[src/rtl/gpmc_pkg.sv]
// Behaviour
// (RULE1) Width field 0..3 gives 4/8/16/32 us on-time
// (RULE2) LED pin sinks current for selected width
// (RULE3) Pulse train length is count field plus one
// (RULE4) Pulse register resets to 0x40
// (RULE5) Pair select: 1 up-down, 2 left-right, else both
// (RULE6) Single pair runs double rate, other data invalid
// (RULE7) Host writes zero to reserved bits
// (RULE8) Flush empties FIFO and clears flags and level; a dataset pushed in the flush cycle is kept, leaving level one
// (RULE9) Interrupt unmask gates gesture interrupt output
// (RULE10) Mode bit reads one while engine runs
// (RULE11) Writing mode one enters engine at once
// (RULE12) Writing mode zero exits after conversion ends
// (RULE13) Valid flag above threshold, reset idle and empty
// (RULE14) Full FIFO drops new dataset, sets overflow
// (RULE15) Flush bit is one-shot, reads back zero
`default_nettype none

package gpmc_pkg;

    // Register offsets
    localparam logic [7:0] ADDR_PULSE_CFG = 8'ha6;
    localparam logic [7:0] ADDR_DIM_SEL = 8'haa;
    localparam logic [7:0] ADDR_MODE_CTRL = 8'hab;

    // Reset values
    localparam logic [7:0] RST_PULSE_CFG = 8'h40;
    localparam logic [1:0] RST_DIM_SEL = 2'h0;
    localparam logic RST_IRQ_UNMASK = 1'b0;

    // Field positions
    localparam int unsigned BIT_FLUSH = 2;
    localparam int unsigned BIT_UNMASK = 1;
    localparam int unsigned BIT_MODE = 0;
    localparam logic [1:0] DIM_UD_ONLY = 2'h1;
    localparam logic [1:0] DIM_LR_ONLY = 2'h2;

    // Dataset capacity of the gesture FIFO
    localparam logic [7:0] FIFO_DEPTH = 8'h20;

    // Pulse timing
    localparam int unsigned CLK_PERIOD_NS = 10;
    localparam int unsigned PULSE_4US_NS = 4000;
    localparam int unsigned PULSE_8US_NS = 8000;
    localparam int unsigned PULSE_16US_NS = 16000;
    localparam int unsigned PULSE_32US_NS = 32000;
    localparam int unsigned PULSE_GAP_NS = 4000;
    localparam logic [11:0] PULSE_4US_CYC = 12'(PULSE_4US_NS / CLK_PERIOD_NS);
    localparam logic [11:0] PULSE_8US_CYC = 12'(PULSE_8US_NS / CLK_PERIOD_NS);
    localparam logic [11:0] PULSE_16US_CYC =
        12'(PULSE_16US_NS / CLK_PERIOD_NS);
    localparam logic [11:0] PULSE_32US_CYC =
        12'(PULSE_32US_NS / CLK_PERIOD_NS);
    localparam logic [11:0] PULSE_GAP_CYC = 12'(PULSE_GAP_NS / CLK_PERIOD_NS);

    typedef struct packed {
        logic [1:0] pulse_width_select;
        logic [5:0] pulse_count_minus_one;
    } gpmc_pulse_cfg_s;

    typedef enum logic [1:0] {
        PS_IDLE = 2'b00,
        PS_ON = 2'b01,
        PS_OFF = 2'b10
    } gpmc_pulse_st_e;

    function automatic logic [11:0] pulse_on_cycles(input logic [1:0] sel);
        case (sel)
            2'h0: pulse_on_cycles = PULSE_4US_CYC;
            2'h1: pulse_on_cycles = PULSE_8US_CYC;
            2'h2: pulse_on_cycles = PULSE_16US_CYC;
            default: pulse_on_cycles = PULSE_32US_CYC;
        endcase
    endfunction

    // Returns {up_down_enable, left_right_enable}
    function automatic logic [1:0] pair_enables(input logic [1:0] sel);
        case (sel)
            DIM_UD_ONLY: pair_enables = 2'b10;
            DIM_LR_ONLY: pair_enables = 2'b01;
            default: pair_enables = 2'b11;
        endcase
    endfunction

endpackage

`default_nettype wire

[src/rtl/gpmc_ctrl.sv]
`default_nettype none

module gpmc_ctrl (
    // Clock and reset
    input wire logic sys_clk_i,
    input wire logic rst_n_i,
    // Register port from the serial interface
    input wire logic reg_wr_i,
    input wire logic reg_rd_i,
    input wire logic [7:0] reg_addr_i,
    input wire logic [7:0] reg_wdata_i,
    output logic [7:0] reg_rdata_o,
    // Gesture sequencer
    input wire logic swipe_entry_hit_i,
    input wire logic swipe_exit_hit_i,
    input wire logic conversion_busy_i,
    input wire logic pulse_start_i,
    // FIFO events
    input wire logic dataset_push_i,
    input wire logic dataset_pop_i,
    input wire logic [7:0] fifo_irq_threshold_i,
    // Engine status
    output logic swipe_engine_active_o,
    output logic up_down_en_o,
    output logic left_right_en_o,
    output logic double_rate_o,
    output logic fifo_flush_o,
    output logic [7:0] fifo_fill_count_o,
    output logic fifo_above_threshold_flag_o,
    output logic fifo_overflow_flag_o,
    output logic swipe_irq_flag_o,
    output logic irq_o,
    // LED driver
    output logic led_sink_pin_o,
    output logic pulse_busy_o,
    output logic pulse_done_o
);

    gpmc_pkg::gpmc_pulse_cfg_s pulse_cfg;
    logic [1:0] photodiode_pair_select;
    logic swipe_irq_unmask;
    logic exit_pending;

    logic wr_pulse;
    logic wr_dim;
    logic wr_mode;
    logic fifo_flush_cmd;
    logic mode_set;
    logic mode_clr;
    logic exit_req;
    logic next_active;
    logic next_exit_pending;
    logic fifo_full;
    logic push_ok;
    logic pop_ok;
    logic ovf_event;
    logic [7:0] next_fill;
    logic above_thr;
    logic next_valid;
    logic next_irq_flag;
    logic [1:0] next_pairs;
    logic [7:0] rd_mux;

    // Register decode
    assign wr_pulse = reg_wr_i && (reg_addr_i == gpmc_pkg::ADDR_PULSE_CFG);
    assign wr_dim = reg_wr_i && (reg_addr_i == gpmc_pkg::ADDR_DIM_SEL);
    assign wr_mode = reg_wr_i && (reg_addr_i == gpmc_pkg::ADDR_MODE_CTRL);
    assign fifo_flush_cmd = wr_mode && reg_wdata_i[gpmc_pkg::BIT_FLUSH];
    assign mode_set = wr_mode && reg_wdata_i[gpmc_pkg::BIT_MODE];
    assign mode_clr = wr_mode && !reg_wdata_i[gpmc_pkg::BIT_MODE];

    // Engine mode: entry is immediate, exit waits for the conversion
    assign exit_req = exit_pending || mode_clr || swipe_exit_hit_i;
    assign next_active = (mode_set || swipe_entry_hit_i) ? 1'b1 // RULE11
        : (exit_req && !conversion_busy_i) ? 1'b0 // RULE12
        : swipe_engine_active_o;
    assign next_exit_pending = next_active && !mode_set
        && !swipe_entry_hit_i && swipe_engine_active_o && exit_req;

    // FIFO level: a full FIFO refuses the dataset instead of overwriting
    assign fifo_full = (fifo_fill_count_o == gpmc_pkg::FIFO_DEPTH);
    assign pop_ok = dataset_pop_i && (fifo_fill_count_o != 8'h00)
        && !fifo_flush_cmd;
    assign push_ok = dataset_push_i
        && (fifo_flush_cmd || !fifo_full || pop_ok); // RULE14
    assign ovf_event = dataset_push_i && !push_ok; // RULE14
    assign next_fill = fifo_flush_cmd ? {7'h00, push_ok} // RULE8
        : fifo_fill_count_o + {7'h00, push_ok} - {7'h00, pop_ok};

    // A fresh event wins over a flush or a drain in the same cycle
    assign above_thr = (next_fill > fifo_irq_threshold_i);
    assign next_valid = above_thr || (fifo_above_threshold_flag_o // RULE13
        && !fifo_flush_cmd // RULE8
        && !(!next_active && next_fill == 8'h00)); // RULE13
    assign next_irq_flag = above_thr || (swipe_irq_flag_o
        && !fifo_flush_cmd // RULE8
        && next_fill != 8'h00);

    // Reserved bits are dropped on write and read back as zero
    assign next_pairs = gpmc_pkg::pair_enables(reg_wdata_i[1:0]); // RULE5

    assign rd_mux = (reg_addr_i == gpmc_pkg::ADDR_PULSE_CFG) ? pulse_cfg
        : (reg_addr_i == gpmc_pkg::ADDR_DIM_SEL) ?
            {6'h00, photodiode_pair_select}
        : (reg_addr_i == gpmc_pkg::ADDR_MODE_CTRL) ? // RULE10 RULE15
            {5'h00, 1'b0, swipe_irq_unmask, swipe_engine_active_o}
        : 8'h00;

    always_ff @(posedge sys_clk_i or negedge rst_n_i)
    begin
        if (!rst_n_i)
        begin
            pulse_cfg <= gpmc_pkg::RST_PULSE_CFG; // RULE4
            photodiode_pair_select <= gpmc_pkg::RST_DIM_SEL;
            swipe_irq_unmask <= gpmc_pkg::RST_IRQ_UNMASK;
            up_down_en_o <= 1'b1;
            left_right_en_o <= 1'b1;
            double_rate_o <= 1'b0;
        end
        else
        begin
            if (wr_pulse)
            begin
                pulse_cfg <= reg_wdata_i;
            end
            if (wr_dim)
            begin
                photodiode_pair_select <= reg_wdata_i[1:0];
                up_down_en_o <= next_pairs[1]; // RULE5
                left_right_en_o <= next_pairs[0]; // RULE5
                double_rate_o <= (next_pairs != 2'b11); // RULE6
            end
            if (wr_mode)
            begin
                swipe_irq_unmask <= reg_wdata_i[gpmc_pkg::BIT_UNMASK];
            end
        end
    end

    always_ff @(posedge sys_clk_i or negedge rst_n_i)
    begin
        if (!rst_n_i)
        begin
            swipe_engine_active_o <= 1'b0;
            exit_pending <= 1'b0;
            fifo_flush_o <= 1'b0;
            fifo_fill_count_o <= 8'h00;
            fifo_above_threshold_flag_o <= 1'b0;
            fifo_overflow_flag_o <= 1'b0;
            swipe_irq_flag_o <= 1'b0;
            irq_o <= 1'b0;
            reg_rdata_o <= 8'h00;
        end
        else
        begin
            swipe_engine_active_o <= next_active;
            exit_pending <= next_exit_pending;
            fifo_flush_o <= fifo_flush_cmd; // RULE8 RULE15
            fifo_fill_count_o <= next_fill;
            fifo_above_threshold_flag_o <= next_valid;
            fifo_overflow_flag_o <= ovf_event
                || (fifo_overflow_flag_o && !fifo_flush_cmd); // RULE14 RULE8
            swipe_irq_flag_o <= next_irq_flag;
            irq_o <= swipe_irq_unmask && swipe_irq_flag_o; // RULE9
            if (reg_rd_i)
            begin
                reg_rdata_o <= rd_mux;
            end
        end
    end

    // Pulse trains only start while the engine is active
    gpmc_pulse_gen u_pulse_gen (
        .sys_clk_i(sys_clk_i),
        .rst_n_i(rst_n_i),
        .start_i(pulse_start_i && swipe_engine_active_o),
        .cfg_i(pulse_cfg),
        .led_sink_o(led_sink_pin_o),
        .busy_o(pulse_busy_o),
        .done_o(pulse_done_o)
    );
endmodule

`default_nettype wire

[src/rtl/gpmc_pulse_gen.sv]
`default_nettype none

module gpmc_pulse_gen (
    // Clock and reset
    input wire logic sys_clk_i,
    input wire logic rst_n_i,
    // Train request
    input wire logic start_i,
    input wire gpmc_pkg::gpmc_pulse_cfg_s cfg_i,
    // LED driver
    output logic led_sink_o,
    output logic busy_o,
    output logic done_o
);

    gpmc_pkg::gpmc_pulse_st_e state;
    gpmc_pkg::gpmc_pulse_st_e next_state;
    gpmc_pkg::gpmc_pulse_cfg_s cfg_hold;
    gpmc_pkg::gpmc_pulse_cfg_s next_cfg_hold;
    logic [11:0] tmr;
    logic [11:0] next_tmr;
    logic [5:0] left;
    logic [5:0] next_left;
    logic next_led;
    logic next_done;
    logic tmr_zero;
    logic [11:0] on_cnt;
    logic [6:0] pulse_cnt;

    assign tmr_zero = (tmr == 12'h000);

    // Settings are latched at start so a host write cannot warp a train
    always_comb
    begin
        next_state = state;
        next_tmr = tmr;
        next_left = left;
        next_cfg_hold = cfg_hold;
        next_led = led_sink_o;
        next_done = 1'b0;
        case (state)
            gpmc_pkg::PS_IDLE:
            begin
                next_led = 1'b0;
                if (start_i)
                begin
                    next_cfg_hold = cfg_i;
                    next_left = cfg_i.pulse_count_minus_one; // RULE3
                    next_tmr = gpmc_pkg::pulse_on_cycles(
                        cfg_i.pulse_width_select) - 12'h001; // RULE1
                    next_led = 1'b1; // RULE2
                    next_state = gpmc_pkg::PS_ON;
                end
            end
            gpmc_pkg::PS_ON:
            begin
                if (tmr_zero)
                begin
                    next_led = 1'b0;
                    if (left == 6'h00)
                    begin
                        next_done = 1'b1;
                        next_state = gpmc_pkg::PS_IDLE;
                    end
                    else
                    begin
                        next_tmr = gpmc_pkg::PULSE_GAP_CYC - 12'h001;
                        next_state = gpmc_pkg::PS_OFF;
                    end
                end
                else
                begin
                    next_tmr = tmr - 12'h001;
                end
            end
            gpmc_pkg::PS_OFF:
            begin
                if (tmr_zero)
                begin
                    next_left = left - 6'h01; // RULE3
                    next_tmr = gpmc_pkg::pulse_on_cycles(
                        cfg_hold.pulse_width_select) - 12'h001; // RULE1
                    next_led = 1'b1; // RULE2
                    next_state = gpmc_pkg::PS_ON;
                end
                else
                begin
                    next_tmr = tmr - 12'h001;
                end
            end
            default:
            begin
                next_led = 1'b0;
                next_state = gpmc_pkg::PS_IDLE;
            end
        endcase
    end

    always_ff @(posedge sys_clk_i or negedge rst_n_i)
    begin
        if (!rst_n_i)
        begin
            state <= gpmc_pkg::PS_IDLE;
            cfg_hold <= gpmc_pkg::RST_PULSE_CFG;
            tmr <= 12'h000;
            left <= 6'h00;
            led_sink_o <= 1'b0;
            busy_o <= 1'b0;
            done_o <= 1'b0;
        end
        else
        begin
            state <= next_state;
            cfg_hold <= next_cfg_hold;
            tmr <= next_tmr;
            left <= next_left;
            led_sink_o <= next_led;
            busy_o <= (next_state != gpmc_pkg::PS_IDLE);
            done_o <= next_done;
        end
    end

    // Helper counters read only by the checks below
    always_ff @(posedge sys_clk_i or negedge rst_n_i)
    begin
        if (!rst_n_i)
        begin
            on_cnt <= 12'h000;
            pulse_cnt <= 7'h00;
        end
        else
        begin
            on_cnt <= led_sink_o ? on_cnt + 12'h001 : 12'h000;
            if (next_led && !led_sink_o)
            begin
                pulse_cnt <= (state == gpmc_pkg::PS_IDLE) ? 7'h01
                    : pulse_cnt + 7'h01;
            end
        end
    end
endmodule

`default_nettype wire

[config.mk]
export PLATFORM = sky130hd
export DESIGN_NAME = gpmc_ctrl
export DESIGN_NICKNAME = d
export VERILOG_FILES = /design/src/rtl/gpmc_pkg.sv /design/src/rtl/gpmc_ctrl.sv /design/src/rtl/gpmc_pulse_gen.sv
export SDC_FILE = /design/constraint.sdc
export NUM_CORES = 1
export LEC_CHECK = 0
export ABC_CLOCK_PERIOD_IN_PS = 11200
export BUFFER_PORTS_ARGS = -buffer_cell sky130_fd_sc_hd__buf_4
export CORE_UTILIZATION = 62
export CTS_CLUSTER_DIAMETER = 100
export CTS_CLUSTER_SIZE = 12
export DETAILED_ROUTE_END_ITERATION = 6
export HOLD_SLACK_MARGIN = 0.15
export PLACE_DENSITY_LB_ADDON = 0.05
export RECOVER_POWER = 100
export SKIP_LAST_GASP = 1
export SYNTH_ARGS = -nofsm -noshare
export SYNTH_HDL_FRONTEND = slang
export SYNTH_SLANG_ARGS = --single-unit
[constraint.sdc]
create_clock -name sys_clk_i -period 11.2 [get_ports sys_clk_i]
set_input_delay 2.24 -clock sys_clk_i [delete_from_list [all_inputs] [get_ports sys_clk_i]]
set_output_delay 2.24 -clock sys_clk_i [all_outputs]
set_load 0.1 [all_outputs]
==> results.yml <==
sta:
  highest_clock_rate_mhz: 149
  layout_min_cycle_time_ns: 6.71
  finalSetupTns_ns: 0
  timing.max_slew.rel_slack_pct: -115
  setup_viol: 0
  worst_pin_slew_ns: 3.23
  report.final.hold_viol_count: 0
  timing.clock.skew_ns: 0.0104
  timing.final.ws_setup_ns: 4.49
  layout_worst_path_cycle_share_pct: 59.9
  whs_ns: 0.482
  maxSlewViolCount: 63
  setup_repair_after_global_routing_missed_its_margin: "no"
yosys:
  synth_most_common_cell: "sky130_fd_sc_hd__dfrtp_1"
  synth.net_count: 517
  synth-edff-count: 0
  synthesis.instances: 440
  ys_top_cells_by_count: "sky130_fd_sc_hd__dfrtp_1, sky130_fd_sc_hd__inv_1, sky130_fd_sc_hd__ha_1, sky130_fd_sc_hd__nand2_1, sky130_fd_sc_hd__o21ai_0"
  ys_types: 67
  async_flop_share_pct: 100
  yosys-top-cells-area: "sky130_fd_sc_hd__dfrtp_1, sky130_fd_sc_hd__ha_1, sky130_fd_sc_hd__inv_1"
  post-synth-top-area-fraction_pct: 36.2
  postSynthRegisterBits: 62
  netlist_area_um2: 4010
  synth.avg_cell_area_um2: 9.12
  synth_warnings: 0
  synth_flop_cell: "sky130_fd_sc_hd__dfrtp_1"
  synth_top_area_cell: "sky130_fd_sc_hd__dfrtp_1"
  sequential_area_share_after_synthesis_pct: 38.8
cts:
  cts_setup_buffers: 0
  tritoncts.num_buffers: 9
  cts_htree_levels: 3
  clock_sinks: 62
  ctsHoldBuffers: 0
  worst_setup_hold_path_clk_slew_ns: 0.07
  tritoncts_clock_tree: "done"
  max-clock-path-buffers: 2
  cts_root_buf: "sky130_fd_sc_hd__clkbuf_8"
  post_cts_resize_count: 0
  clock_latency_ns: 0.34
floorplan:
  die_w_um: 82.4
  design.die.area_um2: 6800
  placement_rows: 28
  chipHeight_um: 82.4
  coreArea_um2: 6100
  top_level_ports: 62
  initial_core_util_pct: 65.8
status:
  status: "finished, violations left"
  violations: "capacitance limit, slew limit"
critical_path:
  path_max_fanout: 10
  path_common_cell: "sky130_fd_sc_hd__ha_1"
  worst_stage_delay_on_the_critical_path_ns: 0.87
  cp-end-kind: "register"
  cp_data_arrival_time_ns: 6.95
  worstPathRequired_ns: 11.44
  cp-start-kind: "primary input"
  timing_worst_setup_path_type: "primary input to register"
  critical_path.cell_chain: "clkbuf_4 > or2b_1 > nor4_1 > and2_0 > o21ai_0 > nand2_1 > ha_1 > inv_1 > fa_1 > nor2b_1 > o211ai_1 > and4b_1 > nor3_1 > nor2_1 > ha_1 > and3_1 > a221oi_1 > a21oi_1 > a31o_2"
  crit_path_top_delay_cell: "sky130_fd_sc_hd__nor4_1"
grt:
  grt_start_max_net_pins: 63
  global_route.overflow_total: 0
  overall_fraction_of_global_route_tracks_in_use_pct: 29.6
  first_pass_grt_wire_length_um: 14900
  antenna_found_initial: 0
  first_global_vias: 3239
route:
  via_per_inst: 6.04
  drcViolationCount: 0
  avgRoutedWirePerCell_um: 16.0
  vias: 3486
  drt-total-wl_um: 9230
  drt-initial-drc-count: 179
  drt_pre_antenna_iters: 5
  detail-route-antenna-nets: 0
placement:
  place_ws_ns: 4.77
  post_dp_cell_area_um2: 4500
  gp_congestion: 0.864
  hpwlAfterDp_um: 6680
  place.port_buffers: 61
final_layout:
  final_design_area_no_fill_um2: 4580
  layout.nets: 574
  areaGrowthSynthToFinish_pct: 14.2
  n_antenna_cell: 0
  final_layout_size_suffix_gt1_share_pct: 12.4
pwr:
  pwr-share-seq_pct: 25.7
  power_density_nw_per_um2: 230
  netSwitchingFraction_pct: 46.2
  fraction_of_power_consumed_by_the_clock_network_pct: 22.2
  power_report.internal_total_uw: 567
  power_switching_uw: 486
  static-leakage-power_uw: 0.00218
  comb_power_share_pct: 52.1
  power.ir.vdd_worst_mv: 0.333
  total_power_uw: 1050
worst_hold_path:
  min_path_type: "register to register"
run:
  cap_violations: 1
-- metal layers --
layer / global-route usage (%) / up-vias / share of wire (%)
met3: 6.70 / 20 / 5.5
met2: 50.5 / 130 / 50
met5: 0 / - / 0
met1: 36.4 / 1672 / 43
met4: 11.4 / 0 / 2.0
li1: - / 1664 / -
-- power by group through the flow --
stage          combinational [µW]  clock (µW)  sequential (µW)
2_1_floorplan                 292           0              407
3_3_place_gp                  533           0              274
3_5_place_dp                  553           0              275
4_1_cts                       563         234              271
5_1_grt                       606         243              274
6_report                      549         234              271
-- final timing paths --
kind / slack, ns / cells after the start / to / from
min reg2reg: 0.48 / 2 / up_down_en_o$_DFFE_PN1P_ / up_down_en_o$_DFFE_PN1P_
min: 0.48 / 2 / up_down_en_o$_DFFE_PN1P_ / up_down_en_o$_DFFE_PN1P_
min in group asynchronous: 2.96 / 1 / fifo_fill_count_o[0]$_DFF_PN0_ / rst_n_i
max: 4.49 / 19 / swipe_irq_flag_o$_DFF_PN0_ / reg_addr_i[2]
max reg2reg: 6.86 / 20 / swipe_irq_flag_o$_DFF_PN0_ / fifo_fill_count_o[2]$_DFF_PN0_
max in group asynchronous: 6.41 / 1 / pulse_cfg[7]$_DFFE_PN0P_ / rst_n_i
-- cell usage in the layout (no fill, tap or decap), types with 4 or more instances in the layout --
master and count:
sky130_fd_sc_hd__a211oi_1 4, sky130_fd_sc_hd__a21o_1 5, sky130_fd_sc_hd__a21oi_1 13, sky130_fd_sc_hd__a221oi_1 4, sky130_fd_sc_hd__and3_1 5, sky130_fd_sc_hd__buf_4 28
sky130_fd_sc_hd__clkbuf_1 32, sky130_fd_sc_hd__clkbuf_8 12, sky130_fd_sc_hd__dfrtp_1 58, sky130_fd_sc_hd__dfstp_2 4, sky130_fd_sc_hd__ha_1 42, sky130_fd_sc_hd__inv_1 51
sky130_fd_sc_hd__mux2_2 8, sky130_fd_sc_hd__mux2i_1 5, sky130_fd_sc_hd__nand2_1 41, sky130_fd_sc_hd__nand2b_1 8, sky130_fd_sc_hd__nand3_1 13, sky130_fd_sc_hd__nor2_1 28
sky130_fd_sc_hd__nor3_1 15, sky130_fd_sc_hd__nor4_1 5, sky130_fd_sc_hd__o21ai_0 38, sky130_fd_sc_hd__o22ai_1 12, sky130_fd_sc_hd__xnor2_1 4, sky130_fd_sc_hd__xor2_1 5
-- critical path, delay by kind of cell --
family          cells  cell delay (ns)
fa+ha+maj           3             0.87
buf+inv             2             0.17
compound gates      5             0.91
simple gates        9             2.75
-- kinds of logic after synthesis --
family          Yosys count  share of synthesized area [%]
fa+ha+maj                43                           13.6
xor+xnor                  9                           1.96
buf+inv                  66                           6.30
simple gates            138                           17.8
mux                      13                           3.49
compound gates          109                           18.1
flops                    62                           38.8
-- per-stage QoR --
stage                     utilization (%)  std cells
after floorplan                         -        440
after global placement               73.9        561
after detailed placement             73.9        561
after CTS                            77.7        577
after global routing                 75.1        577
final                                75.1        577
-- state kept, by name (all words and copies together) (netlist names), 2 cells and up --
name	count
fifo_fill_count_o	8
photodiode_pair_select	2
pulse_cfg	8
reg_rdata_o	8
u_pulse_gen.cfg_hold	2
u_pulse_gen.left	6
u_pulse_gen.state	2
u_pulse_gen.tmr	12
-- area by class of cell --
class / count / area [µm²]
multi-input cells: 312 / 2160
flip-flops and latches: 62 / 1560
fillers: 475 / 1520
repair buffers: 61 / 342
inverters: 51 / 191
clock buffers: 13 / 169
well taps: 75 / 93.8
clock inverters: 3 / 65.1
Power figures use the tool's default switching activity.
